<file path="src/hdl/vou_pkg.sv">
// Constants, register map and types of the video output unit data modes.
// Assumes a 32-bit APB register bus and one core clock.
package vou_pkg;
   // ----------------------------------------
   // Register byte offsets
   // ----------------------------------------
   localparam logic [7:0] ADR_CTL = 8'h00;
   localparam logic [7:0] ADR_STAT = 8'h04;
   localparam logic [7:0] ADR_PTR1 = 8'h08;
   localparam logic [7:0] ADR_PTR2 = 8'h0C;
   localparam logic [7:0] ADR_BLEN = 8'h10;
   localparam logic [7:0] ADR_THR = 8'h14;
   localparam logic [7:0] ADR_FRAME = 8'h18;
   localparam logic [7:0] ADR_LINE = 8'h1C;
   // ----------------------------------------
   // Control and status fields
   // ----------------------------------------
   localparam int CTL_RUN = 0;
   localparam int CTL_ERUN = 1;
   localparam int CTL_MODE = 2;
   localparam int CTL_SMASTER = 4;
   localparam int CTL_SSTREAM = 5;
   localparam int CTL_LEND = 6;
   localparam int CTL_OVL = 7;
   localparam int CTL_SLEEP = 8;
   localparam int CTL_IEN = 9;
   localparam int CTL_ACK = 14;
   localparam int NFLAG = 5;
   localparam int ST_B1 = 0;
   localparam int ST_B2 = 1;
   localparam int ST_HBE = 2;
   localparam int ST_UNDERRUN_FLAG = 3;
   localparam int ST_YTR = 4;
   localparam int ST_BUSY = 5;
   localparam int ST_ASLEEP = 6;
   // ----------------------------------------
   // Reset values
   // ----------------------------------------
   localparam logic [31:0] RST_WORD = 32'h0000_0000;
   localparam logic [15:0] RST_HALF = 16'h0000;
   typedef enum logic [1:0] {
      VOU_MODE_VIDEO = 2'b00,
      VOU_MODE_STREAM = 2'b01,
      VOU_MODE_MSG = 2'b10
   } vou_mode_t;
   typedef enum logic [2:0] {
      S_IDLE = 3'b000,
      S_NEXT = 3'b001,
      S_PRE = 3'b010,
      S_SEND = 3'b011,
      S_POST = 3'b100
   } vou_state_t;
endpackage

</file>
<file path="src/hdl/vou_top.sv">
// Video output unit, data streaming and message modes, with APB registers.
// Assumes a same-clock memory read port and an external byte clock pin.
//
// Added by the designer: the APB register port and the register offsets.
`timescale 1ns/1ps
module vou_top
   import vou_pkg::*;
(
   input wire logic core_clk_in,
   input wire logic rst_in,
   input wire logic [7:0] apb_paddr_in,
   input wire logic apb_psel_in,
   input wire logic apb_penable_in,
   input wire logic apb_pwrite_in,
   input wire logic [31:0] apb_pwdata_in,
   output logic [31:0] apb_prdata_out,
   output logic apb_pready_out,
   output logic apb_pslverr_out,
   output logic mem_req_out,
   output logic [31:0] mem_addr_out,
   input wire logic mem_ack_in,
   input wire logic [31:0] mem_rdata_in,
   input wire logic out_byte_clock_in,
   output logic [7:0] out_byte_bus_out,
   output logic timing_line_one_out,
   output logic timing_line_two_out,
   input wire logic global_power_down_in,
   output logic irq_out,
   output logic wake_out,
   output logic asleep_out
);
   // ----------------------------------------
   // Registers
   // ----------------------------------------
   logic [31:0] ctl;
   logic [NFLAG-1:0] flags;
   logic [NFLAG-1:0] flag_set;
   logic [31:0] ptr1;
   logic [31:0] ptr2;
   logic [15:0] blen;
   logic [15:0] thr;
   logic [31:0] frame_timing_reg;
   logic [31:0] line_timing_reg;
   logic rdy1;
   logic rdy2;
   logic msg_done;
   logic apb_acc;
   logic apb_wr;
   logic [NFLAG-1:0] w_ack;
   logic [31:0] rd_mux;
   logic rd_ok;
   logic unit_run_bit;
   logic enhanced_run_bit;
   logic [1:0] mode;
   logic take1;
   logic take2;
   logic st_busy;
   assign unit_run_bit = ctl[CTL_RUN];
   assign enhanced_run_bit = ctl[CTL_ERUN];
   assign mode = ctl[CTL_MODE +: 2];
   assign apb_acc = apb_psel_in & apb_penable_in;
   assign apb_wr = apb_acc & apb_pready_out & apb_pwrite_in;
   assign w_ack = (apb_wr && apb_paddr_in == ADR_CTL) ?
      apb_pwdata_in[CTL_ACK +: NFLAG] : '0;
   always_comb begin
      rd_ok = 1'b1;
      case (apb_paddr_in)
         ADR_CTL: rd_mux = {ctl[31:CTL_ACK+NFLAG], {NFLAG{1'b0}}, ctl[CTL_ACK-1:0]};
         ADR_STAT: rd_mux = {25'h0, asleep_out, st_busy, flags};
         ADR_PTR1: rd_mux = ptr1;
         ADR_PTR2: rd_mux = ptr2;
         ADR_BLEN: rd_mux = {16'h0, blen};
         ADR_THR: rd_mux = {16'h0, thr};
         ADR_FRAME: rd_mux = frame_timing_reg;
         ADR_LINE: rd_mux = line_timing_reg;
         default: begin
            rd_mux = 32'h0;
            rd_ok = 1'b0;
         end
      endcase
   end
   // One wait state: pready rises in the second access cycle
   always_ff @(posedge core_clk_in) begin
      if (rst_in) begin
         apb_pready_out <= 1'b0;
         apb_prdata_out <= RST_WORD;
         apb_pslverr_out <= 1'b0;
      end else begin
         apb_pready_out <= apb_acc & ~apb_pready_out;
         apb_pslverr_out <= apb_acc & ~apb_pready_out & ~rd_ok;
         if (apb_acc && !apb_pready_out) begin
            apb_prdata_out <= apb_pwrite_in ? RST_WORD : rd_mux;
         end
      end
   end
   // Acknowledge bits are pulses and never stored
   always_ff @(posedge core_clk_in) begin
      if (rst_in) begin
         ctl <= RST_WORD;
         ptr1 <= RST_WORD;
         ptr2 <= RST_WORD;
         blen <= RST_HALF;
         thr <= RST_HALF;
         frame_timing_reg <= RST_WORD;
         line_timing_reg <= RST_WORD;
      end else begin
         if (msg_done) begin
            ctl[CTL_RUN] <= 1'b0;
         end
         if (apb_wr) begin
            case (apb_paddr_in)
               ADR_CTL: ctl <= {apb_pwdata_in[31:CTL_ACK+NFLAG], {NFLAG{1'b0}},
                  apb_pwdata_in[CTL_ACK-1:0]};
               ADR_PTR1: ptr1 <= apb_pwdata_in;
               ADR_PTR2: ptr2 <= apb_pwdata_in;
               ADR_BLEN: blen <= apb_pwdata_in[15:0];
               ADR_THR: thr <= apb_pwdata_in[15:0];
               ADR_FRAME: frame_timing_reg <= apb_pwdata_in;
               ADR_LINE: line_timing_reg <= apb_pwdata_in;
               default: ;
            endcase
         end
      end
   end
   // ----------------------------------------
   // Status flags: hardware set beats acknowledge
   // ----------------------------------------
   for (genvar i = 0; i < NFLAG; i++) begin : g_flag
      always_ff @(posedge core_clk_in) begin
         if (rst_in) begin
            flags[i] <= 1'b0;
         end else if (flag_set[i]) begin
            flags[i] <= 1'b1;
         end else if (w_ack[i]) begin
            flags[i] <= 1'b0;
         end
      end
   end
   // Pointer writes alone do nothing; only the ready bits release them
   always_ff @(posedge core_clk_in) begin
      if (rst_in) begin
         rdy1 <= 1'b0;
         rdy2 <= 1'b0;
      end else begin
         if (w_ack[ST_B1]) begin
            rdy1 <= 1'b1;
         end else if (take1) begin
            rdy1 <= 1'b0;
         end
         if (w_ack[ST_B2]) begin
            rdy2 <= 1'b1;
         end else if (take2) begin
            rdy2 <= 1'b0;
         end
      end
   end
   logic [NFLAG-1:0] live;
   assign live = flags & ctl[CTL_IEN +: NFLAG];
   always_ff @(posedge core_clk_in) begin
      if (rst_in) begin
         irq_out <= 1'b0;
         wake_out <= 1'b0;
         asleep_out <= 1'b0;
      end else begin
         irq_out <= |live;
         wake_out <= global_power_down_in & ctl[CTL_SLEEP] & (|live);
         asleep_out <= global_power_down_in & ~ctl[CTL_SLEEP];
      end
   end
   // ----------------------------------------
   // Transfer engine
   // ----------------------------------------
   vou_state_t state;
   logic tick_raw;
   logic tick;
   logic cur_buf;
   logic [1:0] run_mode;
   logic run_lend;
   logic run_sm;
   logic run_ss;
   logic [31:0] act1;
   logic [31:0] act2;
   logic [31:0] fetch_addr;
   logic [14:0] fetch_left;
   logic [15:0] byte_cnt;
   logic [1:0] idx;
   logic [31:0] cur_word;
   logic [31:0] pf_word;
   logic pf_valid;
   logic run_go;
   logic need_word;
   logic [7:0] pick_byte;
   logic [15:0] cnt_nxt;
   vou_sync_edge u_clk (
      .core_clk_in(core_clk_in),
      .rst_in(rst_in),
      .pin_in(out_byte_clock_in),
      .rise_out(tick_raw)
   );
   vou_byte_pick u_pick (
      .word_in((need_word && pf_valid) ? pf_word : cur_word),
      .idx_in(idx),
      .lend_in(run_lend),
      .byte_out(pick_byte)
   );
   // Powered down units ignore their byte clock, which freezes the byte output; S_NEXT still advances
   assign tick = tick_raw & ~asleep_out;
   assign run_go = unit_run_bit & enhanced_run_bit &
      (mode == VOU_MODE_STREAM || mode == VOU_MODE_MSG);
   assign st_busy = (state != S_IDLE);
   assign take1 = (state == S_NEXT) && !mem_req_out && !cur_buf && rdy1;
   assign take2 = (state == S_NEXT) && !mem_req_out && cur_buf && rdy2;
   assign need_word = (idx == 2'b00);
   assign cnt_nxt = byte_cnt + 16'h0001;
   always_ff @(posedge core_clk_in) begin
      if (rst_in) begin
         state <= S_IDLE;
         cur_buf <= 1'b0;
         run_mode <= VOU_MODE_VIDEO;
         run_lend <= 1'b0;
         run_sm <= 1'b0;
         run_ss <= 1'b0;
         act1 <= RST_WORD;
         act2 <= RST_WORD;
         fetch_addr <= RST_WORD;
         fetch_left <= 15'h0000;
         byte_cnt <= RST_HALF;
         idx <= 2'b00;
         cur_word <= RST_WORD;
         pf_word <= RST_WORD;
         pf_valid <= 1'b0;
         mem_req_out <= 1'b0;
         mem_addr_out <= RST_WORD;
         out_byte_bus_out <= 8'h00;
         timing_line_one_out <= 1'b0;
         timing_line_two_out <= 1'b0;
         flag_set <= '0;
         msg_done <= 1'b0;
      end else begin
         flag_set <= '0;
         msg_done <= 1'b0;
         // Fetching runs on even while data starves, as counters must advance
         if (mem_req_out && mem_ack_in) begin
            mem_req_out <= 1'b0;
            fetch_addr <= fetch_addr + 32'h0000_0004;
            fetch_left <= fetch_left - 15'h0001;
            if (state != S_IDLE && state != S_NEXT) begin
               pf_word <= mem_rdata_in;
               pf_valid <= 1'b1;
            end
         end else if (!mem_req_out && !pf_valid && fetch_left != 15'h0000 &&
            (state == S_PRE || state == S_SEND) && !asleep_out) begin
            mem_req_out <= 1'b1;
            mem_addr_out <= fetch_addr;
         end
         case (state)
            S_IDLE: begin
               idx <= 2'b00;
               if (run_go && !asleep_out) begin
                  cur_buf <= 1'b0;
                  state <= S_NEXT;
               end
            end
            S_NEXT: begin
               if (!mem_req_out) begin
                  // Mode and byte order sampled only here, once per buffer
                  run_mode <= mode;
                  run_lend <= ctl[CTL_LEND];
                  run_sm <= ctl[CTL_SMASTER];
                  run_ss <= ctl[CTL_SSTREAM];
                  if (take1) begin
                     act1 <= ptr1;
                     fetch_addr <= ptr1;
                  end else if (take2) begin
                     act2 <= ptr2;
                     fetch_addr <= ptr2;
                  end else begin
                     flag_set[ST_UNDERRUN_FLAG] <= 1'b1;
                     fetch_addr <= cur_buf ? act2 : act1;
                  end
                  fetch_left <= 15'((17'(blen) + 17'h00003) >> 2);
                  byte_cnt <= RST_HALF;
                  idx <= 2'b00;
                  pf_valid <= 1'b0;
                  // A running stream keeps its valid line and goes straight on
                  state <= timing_line_two_out ? S_SEND : S_PRE;
               end
            end
            S_PRE: begin
               if (!run_go) begin
                  state <= S_IDLE;
               end else if (tick) begin
                  timing_line_one_out <= run_sm;
                  state <= S_SEND;
               end
            end
            S_SEND: begin
               if (tick) begin
                  timing_line_one_out <= 1'b0;
                  if (!run_go && run_mode == VOU_MODE_STREAM) begin
                     timing_line_two_out <= 1'b0;
                     state <= S_IDLE;
                  end else begin
                     out_byte_bus_out <= pick_byte;
                     if (need_word) begin
                        if (pf_valid) begin
                           cur_word <= pf_word;
                           pf_valid <= 1'b0;
                        end else begin
                           flag_set[ST_HBE] <= 1'b1;
                        end
                     end
                     idx <= idx + 2'b01;
                     byte_cnt <= cnt_nxt;
                     if (run_mode == VOU_MODE_STREAM) begin
                        timing_line_two_out <= run_sm & run_ss;
                     end
                     if (cnt_nxt == thr) begin
                        flag_set[ST_YTR] <= 1'b1;
                     end
                     if (cnt_nxt == blen) begin
                        flag_set[cur_buf ? ST_B2 : ST_B1] <= 1'b1;
                        if (run_mode == VOU_MODE_MSG) begin
                           state <= S_POST;
                        end else begin
                           cur_buf <= ~cur_buf;
                           state <= S_NEXT;
                        end
                     end
                  end
               end
            end
            S_POST: begin
               if (tick) begin
                  if (!timing_line_two_out) begin
                     timing_line_two_out <= run_sm;
                     if (!run_sm) begin
                        msg_done <= 1'b1;
                        state <= S_IDLE;
                     end
                  end else begin
                     timing_line_two_out <= 1'b0;
                     msg_done <= 1'b1;
                     state <= S_IDLE;
                  end
               end
            end
            default: state <= S_IDLE;
         endcase
      end
   end
endmodule

</file>
<file path="src/hdl/vou_sync_edge.sv">
// Three-stage synchroniser with rising-edge detect for the byte clock pin.
// Assumes the pin is slow against the core clock (at most a quarter of it).
`timescale 1ns/1ps
module vou_sync_edge
   import vou_pkg::*;
(
   input wire logic core_clk_in,
   input wire logic rst_in,
   input wire logic pin_in,
   output logic rise_out
);
   logic s1;
   logic s2;
   logic s3;
   logic level;
   always_ff @(posedge core_clk_in) begin
      if (rst_in) begin
         s1 <= 1'b0;
         s2 <= 1'b0;
         s3 <= 1'b0;
      end else begin
         s1 <= pin_in;
         s2 <= s1;
         s3 <= s2;
      end
   end
   // A change counts only once the last two stages agree
   always_ff @(posedge core_clk_in) begin
      if (rst_in) begin
         level <= 1'b0;
         rise_out <= 1'b0;
      end else begin
         rise_out <= 1'b0;
         if (s2 == s3 && s3 != level) begin
            level <= s3;
            rise_out <= s3;
         end
      end
   end
endmodule

</file>
<file path="src/hdl/vou_byte_pick.sv">
// Byte lane selector for a packed memory word.
// Assumes index 0 is the lowest byte address of the word.
`timescale 1ns/1ps
module vou_byte_pick
   import vou_pkg::*;
(
   input wire logic [31:0] word_in,
   input wire logic [1:0] idx_in,
   input wire logic lend_in,
   output logic [7:0] byte_out
);
   logic [1:0] lane;
   always_comb begin
      lane = lend_in ? idx_in : ~idx_in;
      byte_out = word_in[{lane, 3'b000} +: 8];
   end
endmodule

</file>
<file path="config.mk">
export PLATFORM = sky130hd
export DESIGN_NAME = vou_top
export DESIGN_NICKNAME = d
export VERILOG_FILES = /design/src/hdl/vou_pkg.sv /design/src/hdl/vou_top.sv /design/src/hdl/vou_sync_edge.sv /design/src/hdl/vou_byte_pick.sv
export SDC_FILE = /design/constraint.sdc
export NUM_CORES = 1
export LEC_CHECK = 0
export ABC_AREA = 1
export BUFFER_PORTS_ARGS = -buffer_cell sky130_fd_sc_hd__buf_2
export CORE_AREA = 2 2 192 194
export DETAILED_ROUTE_END_ITERATION = 16
export DIE_AREA = 0 0 194 196
export GPL_TIMING_DRIVEN = 0
export HOLD_SLACK_MARGIN = 0.1
export PLACE_DENSITY_LB_ADDON = 0.05
export SYNTH_ARGS = -nofsm -noshare
export SYNTH_HDL_FRONTEND = slang
export SYNTH_SLANG_ARGS = --single-unit
</file>
<file path="constraint.sdc">
create_clock -name core_clk_in -period 2.5 [get_ports core_clk_in]
set_input_delay 0.25 -clock core_clk_in [delete_from_list [all_inputs] [get_ports core_clk_in]]
set_output_delay 0.25 -clock core_clk_in [all_outputs]
set_load 0.1 [all_outputs]
</file>
# Yosys cells after proc, flatten, opt, wreduce, memory -nomap -nowiden
# Index checks and enable logic that the tools add are counted.
[classes] addsub=5 multipliers=0 div_mod_pow=0 n_lt_le_gt_ge=2 n_eq_ne=33 shift=1 n_mux=100 n_bitwise=29 n_reduce_logical=70
[op_table] cell="2-to-1 mux 32 bit" count=8
[op_table] cell="case mux 32 bit (8 select lines)" count=1
[op_table] cell="2-to-1 mux 1 bit" count=57
[op_table] cell="2-to-1 mux 16 bit" count=3
[op_table] cell="2-to-1 mux 15 bit" count=3
[op_table] cell="2-to-1 mux 3 bit" count=11
[op_table] cell="adder 32 x 3 -> 32 bit, second input constant" count=1
[op_table] cell="equality test 16 bit" count=2
[op_table] cell="equality test 8 x 5 -> 1 bit, second input constant" count=4
[op_table] cell="case mux 16 bit (2 select lines)" count=1
[op_table] cell="indexed part select 32 x 6 -> 8 bit" count=1
[op_table] cell="nonzero test 2 bit" count=11
[op_table] cell="AND reduction 2 bit" count=10
[op_table] cell="AND reduction 4 bit" count=5
[op_table] cell="logical AND 1 bit" count=18
[op_table] cell="adder 16 x 2 -> 17 bit, second input constant" count=1
[op_table] cell="adder 16 x 1 -> 16 bit, second input constant" count=1
[op_table] cell="equality test 8 x 4 -> 1 bit, second input constant" count=2
[op_table] cell="!= test 2 bit, second input constant" count=8
[op_table] cell="case mux 3 bit (5 select lines)" count=1
[op_table] cell="nonzero test 15 bit" count=1
[op_table] cell="subtractor 15 x 1 -> 15 bit, second input constant" count=1
[op_table] cell="inverter 1 bit" count=14
[op_table] cell="bitwise AND 1 bit" count=12
[op_table] cell="other kinds (38)" count=63
[word_totals] ff_bits=488 latchBits=0 mem_bits_rw=0 mem_bits_ro=0 output_inout_bits=80 mem_count=0

# Longest topological paths before layout
# Gate-level depths: netlist of the first run.
[depth] depth_word=14 ltp_mapped=17 depth_no_buf=17

# By module
# A second synthesis of the first run with hierarchy kept.
[hier_totals] hier_cells=3044 hier_area_um2=21785.9
[by_module_without_submodules] module="vou_top" n_inst=1 cells_per_inst=2934 area_per_inst_um2=21176.6
[by_module_without_submodules] module="vou_byte_pick" n_inst=1 cells_per_inst=94 area_per_inst_um2=459.2
[by_module_without_submodules] module="vou_sync_edge" n_inst=1 cells_per_inst=16 area_per_inst_um2=150.1

# Least setup slack after synthesis of the first run
# No wires, ideal clock.
[synth_path] path_kind="flip-flop to flip-flop" startpoint="register mem_req_out" endpoint="register fetch_addr[22]" arrival_time_ns=2.480 required_ns=2.385 setup_slack_ns=-0.096 path_stages_with_launch=11 synth_period_minus_slack_ns=2.596 cell_sequence="dfxtp_1 nand2_2 nor3_4 nand2_1 nor2_1 nand2_1 nor2_1 nand3_1 xor2_1 o21ai_0 inv_1"
[synth_between] elab_chain_len=8
[synth_lines] element="start: declaration" line_no="vou_top.sv:19" text="output logic mem_req_out,"
[synth_lines] element="start signal: assignment" line_no="vou_top.sv:232" text="mem_req_out <= 1'b0;"
[synth_lines] element="start signal: assignment" line_no="vou_top.sv:244" text="mem_req_out <= 1'b0;"
[synth_lines] element="start signal: assignment" line_no="vou_top.sv:253" text="mem_req_out <= 1'b1;"
[synth_lines] element="logical NOT 1 bit"
[synth_lines] element="logical AND 1 bit" line_no="vou_top.sv:211, vou_top.sv:212"
[synth_lines] element="logical AND 1 bit (2 in series)" line_no="vou_top.sv:212" text="assign take2 = (state == S_NEXT) && !mem_req_out && cur_buf && rdy2;"
[synth_lines] element="2-to-1 mux 32 bit" line_no="vou_top.sv:274" text="end else if (take2) begin"
[synth_lines] element="2-to-1 mux 32 bit" line_no="vou_top.sv:271" text="if (take1) begin"
[synth_lines] element="2-to-1 mux 32 bit" line_no="vou_top.sv:265" text="if (!mem_req_out) begin"
[synth_lines] element="2-to-1 mux 32 bit *" line_no="vou_top.sv:256" text="case (state)"
[synth_lines] element="end signal: assignment" line_no="vou_top.sv:273" text="fetch_addr <= ptr1;"
[synth_lines] element="end signal: assignment" line_no="vou_top.sv:276" text="fetch_addr <= ptr2;"
[synth_lines] element="end signal: assignment" line_no="vou_top.sv:279" text="fetch_addr <= cur_buf ? act2 : act1;"
[synth_lines] element="end: declaration" line_no="vou_top.sv:183" text="logic [31:0] fetch_addr;"
# Mark *: on every way between the ends. The rest lies on a longest branch, timed or not.
# A chain may end at the register's enable or synchronous reset.

# Worst setup path in the final report of the first run
[layout_path] startpoint="register apb_pready_out" endpoint="register line_timing_reg[26]"
[layout_between] elab_chain_len=3
[layout_lines] element="start: declaration" line_no="vou_top.sv:17" text="output logic apb_pready_out,"
[layout_lines] element="start signal: assignment" line_no="vou_top.sv:89" text="apb_pready_out <= apb_acc & ~apb_pready_out;"
[layout_lines] element="bitwise AND 1 bit (2 in series)" line_no="vou_top.sv:62" text="assign apb_wr = apb_acc & apb_pready_out & apb_pwrite_in;"
[layout_lines] element="AND reduction 2 bit (no line)"
[layout_lines] element="end signal: assignment" line_no="vou_top.sv:119" text="ADR_LINE: line_timing_reg <= apb_pwdata_in;"
[layout_lines] element="end: declaration" line_no="vou_top.sv:43" text="logic [31:0] line_timing_reg;"
# No other way between the ends.

==> impl_metrics.csv, run 1 <==
group,metric,value,unit
power_and_ir_drop,clockPowerShare,0.381,
power_and_ir_drop,p_per_area,889,nW/um2
clock_tree,cts_buffer_depth,3,
setup_path,critPathKind,"flop to flop",
layout,layout-drive-gt1-share,0.0992,
hold_path,hold_end,"apb_prdata_out[8]",
setup_path,r2r_start,"apb_pready_out",
hold_path,hp-start,"apb_pwrite_in",
route,viasPerCell,6.11,
sta,fmax,0.404,GHz
sta,setup_viol,0,
clock_tree,clk_latency,0.61,ns
power_and_ir_drop,ir_drop,1.80,mV
global_route,grt_pass1_wl,124,mm
power_and_ir_drop,pwr-share-seq,0.390,
layout,fillers,3054,
clock_tree,cts_tree,"yes",
logic_synthesis,synth_nets,3080,
logic_synthesis,ys_types,54,
layout,synthToLayoutAreaGrowth,19.3,%
logic_synthesis,synthFlopType,"dfxtp_1",
logic_synthesis,synth-edff-count,0,
logic_synthesis,async_flop_share,0,
logic_synthesis,yosysWarningCount,0,
outcome,status,"complete, no violations",
sta,slew_violations,0,
power_and_ir_drop,power_leakage,10.1,nW
setup_path,slowest_stage,"clkbuf_1",
setup_path,cp.buffers_inverters,2,
global_route,antenna_found_initial,2,
sta,hold_violations,0,
global_route,grtUsageTotal,0.421,
placed_design,io_buffers,158,
floorplan,core,36100,um2
logic_synthesis,netlist_area,21400,um2
logic_synthesis,avgSynthCellArea,7.13,um2
run,cap_violations,0,
global_route,grt_max_degree,15,
route,vias,23149,
floorplan,rows,70,
route,ant_nets,0,
sta,slew_headroom,0.210,
power_and_ir_drop,power_frac_comb,0.229,
power_and_ir_drop,p_sw,7.71,mW
power_and_ir_drop,p_int,15.0,mW
setup_path,ff2ff_setup_slack,0.02,ns
floorplan,start_util,0.592,
setup_path,timing.rr.end,"line_timing_reg[26]",
route,routed_wl,82.6,mm
power_and_ir_drop,p_sw_frac,0.340,
setup_path,rr_worst_depth,6,
setup_path,worstPathCellList,"nand3_1, clkinv_1, nand3_2, clkbuf_1, o21ai_0, a21oi_1",
hold_path,hold_path_depth,4,
floorplan,dieArea,38000,um2
sta,post-route-min-period,2.48,ns
floorplan,die_h,196,um
hold_path,worst_hold_path_type,"input pin to flop",
setup_path,crit_path_start_kind,"flop",
setup_path,cpPeakStageDelay,0.60,ns
clock_tree,path_clk_slew,0.06,ns
clock_tree,htreeDepth,2,
setup_path,end_kind,"flop",
global_route,grt_pass1_vias,22020,
sta,finalCritPeriodShare,0.991,
setup_path,critical-path-top-delay-family,"buffers and inverters",
setup_path,worstPathArrival,3.02,ns
placed_design,finalWeightedCongestion,1.00,
placed_design,hpwl,59.3,mm
route,drt_first_pass_iters,8,
power_and_ir_drop,totalPowerFinal,22.7,mW
floorplan,ios,160,
route,wl_per_cell,21.8,um
setup_path,cp.required,3.04,ns
sta,tns,0,ns
floorplan,die_w,194,um
setup_path,path_max_fanout,10,
sta,rsz0062_at_grt,"true",
global_route,grt_overflow,0,
sta,worstMarginPinSlew,1.19,ns
layout,nNetsFinal,3362,
clock_tree,cts_made_buffers,50,
sta,skew,0.0209,ns
clock_tree,cts.sinks,488,
logic_synthesis,synthCells,2995,
route,initialDrtViolationCount,2784,
route,drc,0,
logic_synthesis,synth.yosys.seq_area_share,0.457,
clock_tree,cts_root_buf,"clkbuf_16",
logic_synthesis,synth_seq_cells,488,
==> power groups by stage <==
stage | logic, mW | registers, mW | clock network (mW)
6_report | 5.18 | 8.83 | 8.64
2_1_floorplan | 2.24 | 10.2 | 0
5_1_grt | 5.51 | 8.90 | 8.91
3_5_place_dp | 4.93 | 8.98 | 0
4_1_cts | 5.04 | 8.82 | 8.62
3_3_place_gp | 4.85 | 8.96 | 0
==> per-layer routing <==
metal | track usage | share of wire
met2 | 0.674 | 0.44
met4 | 0.257 | 0.067
met5 | 0 | 0.00039
met3 | 0.0846 | 0.11
met1 | 0.527 | 0.38
==> worst register-to-register path, cell delays in order (launching register included) <==
cell	delay [ns]
dfxtp_1	0.32
nand3_1	0.33
clkinv_1	0.41
nand3_2	0.37
clkbuf_1	0.60
o21ai_0	0.24
a21oi_1	0.16
==> timing repair <==
action,CTS,global route
buffers inserted,0,3
endpoints found under the setup margin,29,136
gates resized for setup,9,43
hold buffers,69,0
pin swaps,0,2
endpoints found under the hold margin,165,0
==> metrics by stage <==
| stage | utilization | hold slack (ns) | worst slack, ns | instance area (um2) | std cells |
|---|---|---|---|---|---|
| finish | 0.706 | 0.127 | 0.0224 | 25500 | 3787 |
| floorplan | - | 0.357 | 0.232 | 21400 | 2995 |
| detailed placement | 0.630 | 0.404 | -0.285 | 22700 | 3621 |
| CTS | 0.703 | 0.136 | 0.00122 | 25400 | 3783 |
| global route | 0.706 | 0.174 | -0.0428 | 25500 | 3786 |
| global placement | 0.630 | 0.404 | -0.252 | 22700 | 3621 |
==> cell usage in the layout, fill, tap and decap left out, types with 10 or more instances in the layout <==
master / count
clkbuf_8: 12
nor3_1: 51
o21ai_0: 394
o22ai_1: 42
dlygate4sd3_1: 69
buf_2: 175
clkbuf_2: 11
bufinv_16: 12
a311oi_1: 10
dfxtp_1: 486
xor2_1: 25
nor2_1: 406
nand2_1: 496
nor2_2: 11
a31oi_1: 29
inv_1: 249
nand3_1: 144
a21oi_1: 304
clkbuf_1: 142
o31ai_1: 13
clkbuf_16: 51
a221oi_1: 16
nand4_1: 15
==> Yosys cell counts, types with 10 or more instances <==
cell type	number	share of area
nand2_1	499	0.088
dfxtp_1	488	0.46
nor2_1	411	0.072
o21ai_0	395	0.093
a21oi_1	304	0.071
inv_1	249	0.044
nand3_1	147	0.034
clkbuf_1	146	0.026
nor3_1	52	0.012
o22ai_1	42	0.012
a31oi_1	31	0.0091
xor2_1	26	0.011
a221oi_1	16	0.0066
buf_2	15	0.0035
nand4_1	15	0.0044
o31ai_1	13	0.0046
buf_1	12	0.0021
a311oi_1	10	0.0041
==> how the worst max path moves through the flow <==
stage	startpoint	to	cells after the start
finish	apb_pready_out	line_timing_reg[26]	6
global route	apb_pready_out	line_timing_reg[26]	6
CTS	state[1]	fetch_addr[22]	11
detailed placement	rst_in	thr[6]	6
global placement	rst_in	thr[6]	6
floorplan	apb_pready_out	flags[2]	6
==> cell families (layout without fill, tap and decap cells) <==
logic type / count (synthesis) / count (layout) / synth area share
xor gates and xnor gates: 37 / 37 / 0.0165
AOI/OAI and AO/OA: 859 / 859 / 0.219
and+or+nand+nor: 1170 / 1170 / 0.226
buffers and inverters: 436 / 759 / 0.0780
other: 0 / 1 / 0
adders and majority gates: 5 / 5 / 0.00293
DFF: 488 / 488 / 0.457
==> cell type report <==
| class | instances | area, um2 | share of cell area |
|---|---|---|---|
| Sequential cell | 488 | 9770 | 0.384 |
| Timing Repair Buffer | 230 | 1500 | 0.0590 |
| Multi-Input combinational cell | 2071 | 10000 | 0.393 |
| Clock buffer | 70 | 1470 | 0.0576 |
| Buffer | 175 | 707 | 0.0277 |
| Inverter | 261 | 982 | 0.0385 |
| Antenna cell | 1 | 2.50 | 0.0000982 |
| Clock inverter | 23 | 443 | 0.0174 |
| Tap cell | 468 | 586 | 0.0230 |
(Power assumes the default switching activity.)
==> inputs of run 2 (changes only) <==
CELL_PAD_IN_SITES_DETAIL_PLACEMENT = 1   (was not set)
CELL_PAD_IN_SITES_GLOBAL_PLACEMENT = 2   (was not set)
CORE_AREA = 2 2 254 256   (was 2 2 192 194)
DIE_AREA = 0 0 256 258   (was 0 0 194 196)
==> run 2 against run 1 <==
Highest routed layer unchanged. Sequential power about the same. Largest cell class unchanged. Via count down 2.1%. Hold slack better by 0.16 ns. Global-route usage down 13 points. Critical endpoint is now frame_timing_reg[29]. Flip-flop and latch count unchanged. Cell area up 3.0%. Fmax up 1.4%.
==> impl_metrics.csv, run 2 (synthesized netlist as in run 1, its figures left out) <==
group,metric,value,unit
route,drt_first_pass_iters,7,
power_and_ir_drop,totalPowerFinal,23.2,mW
global_route,grt_pass1_wl,146,mm
route,routed_wl,98.3,mm
floorplan,dieArea,66000,um2
power_and_ir_drop,p_sw_frac,0.355,
clock_tree,htreeDepth,2,
power_and_ir_drop,p_int,14.9,mW
route,wl_per_cell,23.4,um
setup_path,critPathKind,"input pin to flop",
sta,setup_viol,0,
setup_path,crit_path_start_kind,"input pin",
floorplan,ios,160,
power_and_ir_drop,p_per_area,882,nW/um2
global_route,antenna_found_initial,9,
sta,hold_violations,0,
floorplan,die_h,258,um
sta,post-route-min-period,2.44,ns
setup_path,critPathMostFrequentCell,"clkbuf_1",
placed_design,finalWeightedCongestion,0.876,
hold_path,worst_hold_path_type,"input pin to flop",
run,cap_violations,0,
route,ant_nets,0,
setup_path,cp.required,3.06,ns
setup_path,cpPeakStageDelay,0.91,ns
route,initialDrtViolationCount,1549,
sta,worstMarginPinSlew,1.24,ns
clock_tree,cts_root_buf,"clkbuf_16",
setup_path,worstPathCellList,"clkbuf_1, clkinv_1, clkbuf_1, clkbuf_1, o21ai_0, a21oi_1",
sta,whs,0.291,ns
layout,final_cell_mix,"nand2_1 (493), dfxtp_1 (478), nor2_1 (403), o21ai_0 (393), a21oi_1 (304)",
layout,fillers,7993,
global_route,grt_overflow,0,
route,vias,22659,
sta,skew,0.0200,ns
power_and_ir_drop,power_frac_comb,0.233,
setup_path,worstPathArrival,3.00,ns
clock_tree,cts_tree,"yes",
floorplan,core,63600,um2
placed_design,place_inst,4008,
global_route,grt_max_degree,15,
floorplan,start_util,0.336,
floorplan,rows,93,
setup_path,slowest_stage,"clkbuf_1",
clock_tree,cts_buffer_depth,3,
layout,final_common_cell,"nand2_1",
layout,layout-drive-gt1-share,0.111,
clock_tree,cts_made_buffers,58,
sta,finalCritPeriodShare,0.977,
power_and_ir_drop,ir_drop,0.533,mV
setup_path,path_max_fanout,12,
layout,finalNonFillerCells,4199,
power_and_ir_drop,power_leakage,10.2,nW
layout,synthToLayoutAreaGrowth,22.9,%
route,viasPerCell,5.40,
layout,nNetsFinal,3379,
sta,rsz0062_at_grt,"true",
clock_tree,clk_latency,0.64,ns
placed_design,hpwl,73.1,mm
power_and_ir_drop,clockPowerShare,0.385,
placed_design,io_buffers,158,
sta,tns,0,ns
clock_tree,cts.sinks,488,
outcome,status,"complete, no violations",
floorplan,die_w,256,um
power_and_ir_drop,p_sw,8.22,mW
clock_tree,path_clk_slew,0.06,ns
sta,slew_violations,0,
global_route,grtUsageTotal,0.291,
sta,fmax,0.409,GHz
power_and_ir_drop,pwr-share-seq,0.382,
global_route,grt_pass1_vias,23085,
route,drc,0,
sta,slew_headroom,0.173,
setup_path,end_kind,"flop",
[run 2: area by class of cell]
type	instances	area, um2	area share
Sequential cell	488	9780	0.373
Inverter	261	992	0.0378
Multi-Input combinational cell	2071	10100	0.385
Buffer	174	718	0.0274
Antenna cell	2	5.00	0.000191
Clock inverter	19	229	0.00872
Clock buffer	89	1750	0.0666
Timing Repair Buffer	240	1580	0.0603
Tap cell	855	1070	0.0408
[run 2: power groups by stage]
stage	sequential [mW]	clock, mW	combinational (mW)
after floorplan	10.2	0	2.24
after global placement	8.99	0	5.15
after detailed placement	9.00	0	5.24
after CTS	8.84	9.07	5.37
after global routing	8.92	9.39	5.83
final	8.84	8.91	5.40
[run 2: per-stage QoR]
stage / setup slack (ns) / area, um2 / util
2_1_floorplan: 0.232 / 21400 / -
3_3_place_gp: -0.563 / 23200 / 0.365
3_5_place_dp: -0.563 / 23200 / 0.365
4_1_cts: -0.00392 / 26000 / 0.408
5_1_grt: -0.0304 / 26200 / 0.412
6_report: 0.0563 / 26200 / 0.412
[run 2: routing by layer]
layer,track usage,wire length [um],up-vias
met2,0.505,47500,556
met3,0.0327,4240,172
met1,0.376,43100,11323
li1,-,-,10604
met5,0,23,-
met4,0.102,3450,4
[run 2: worst paths after layout]
| kind | start | end | slack [ns] | depth (start not counted) |
|---|---|---|---|---|
| min reg2reg | u_clk.s1 | u_clk.s2 | 0.41 | 2 |
| max | rst_in | frame_timing_reg[29] | 0.06 | 6 |
| max reg2reg | state[1] | fetch_addr[31] | 0.17 | 7 |
| min | apb_paddr_in[2] | frame_timing_reg[2] | 0.29 | 5 |
[run 2: repair_timing]
action | CTS | global route
hold endpoints to repair | 196 | 0
pin swaps | 0 | 6
gates resized for setup | 29 | 63
setup buffers | 1 | 10
hold buffers | 71 | 0
setup endpoints to repair | 111 | 193
[run 2: critical path, delay by kind of cell]
family / cells / cell delay (ns)
compound gates: 2 / 0.43
buf+inv: 4 / 2.30
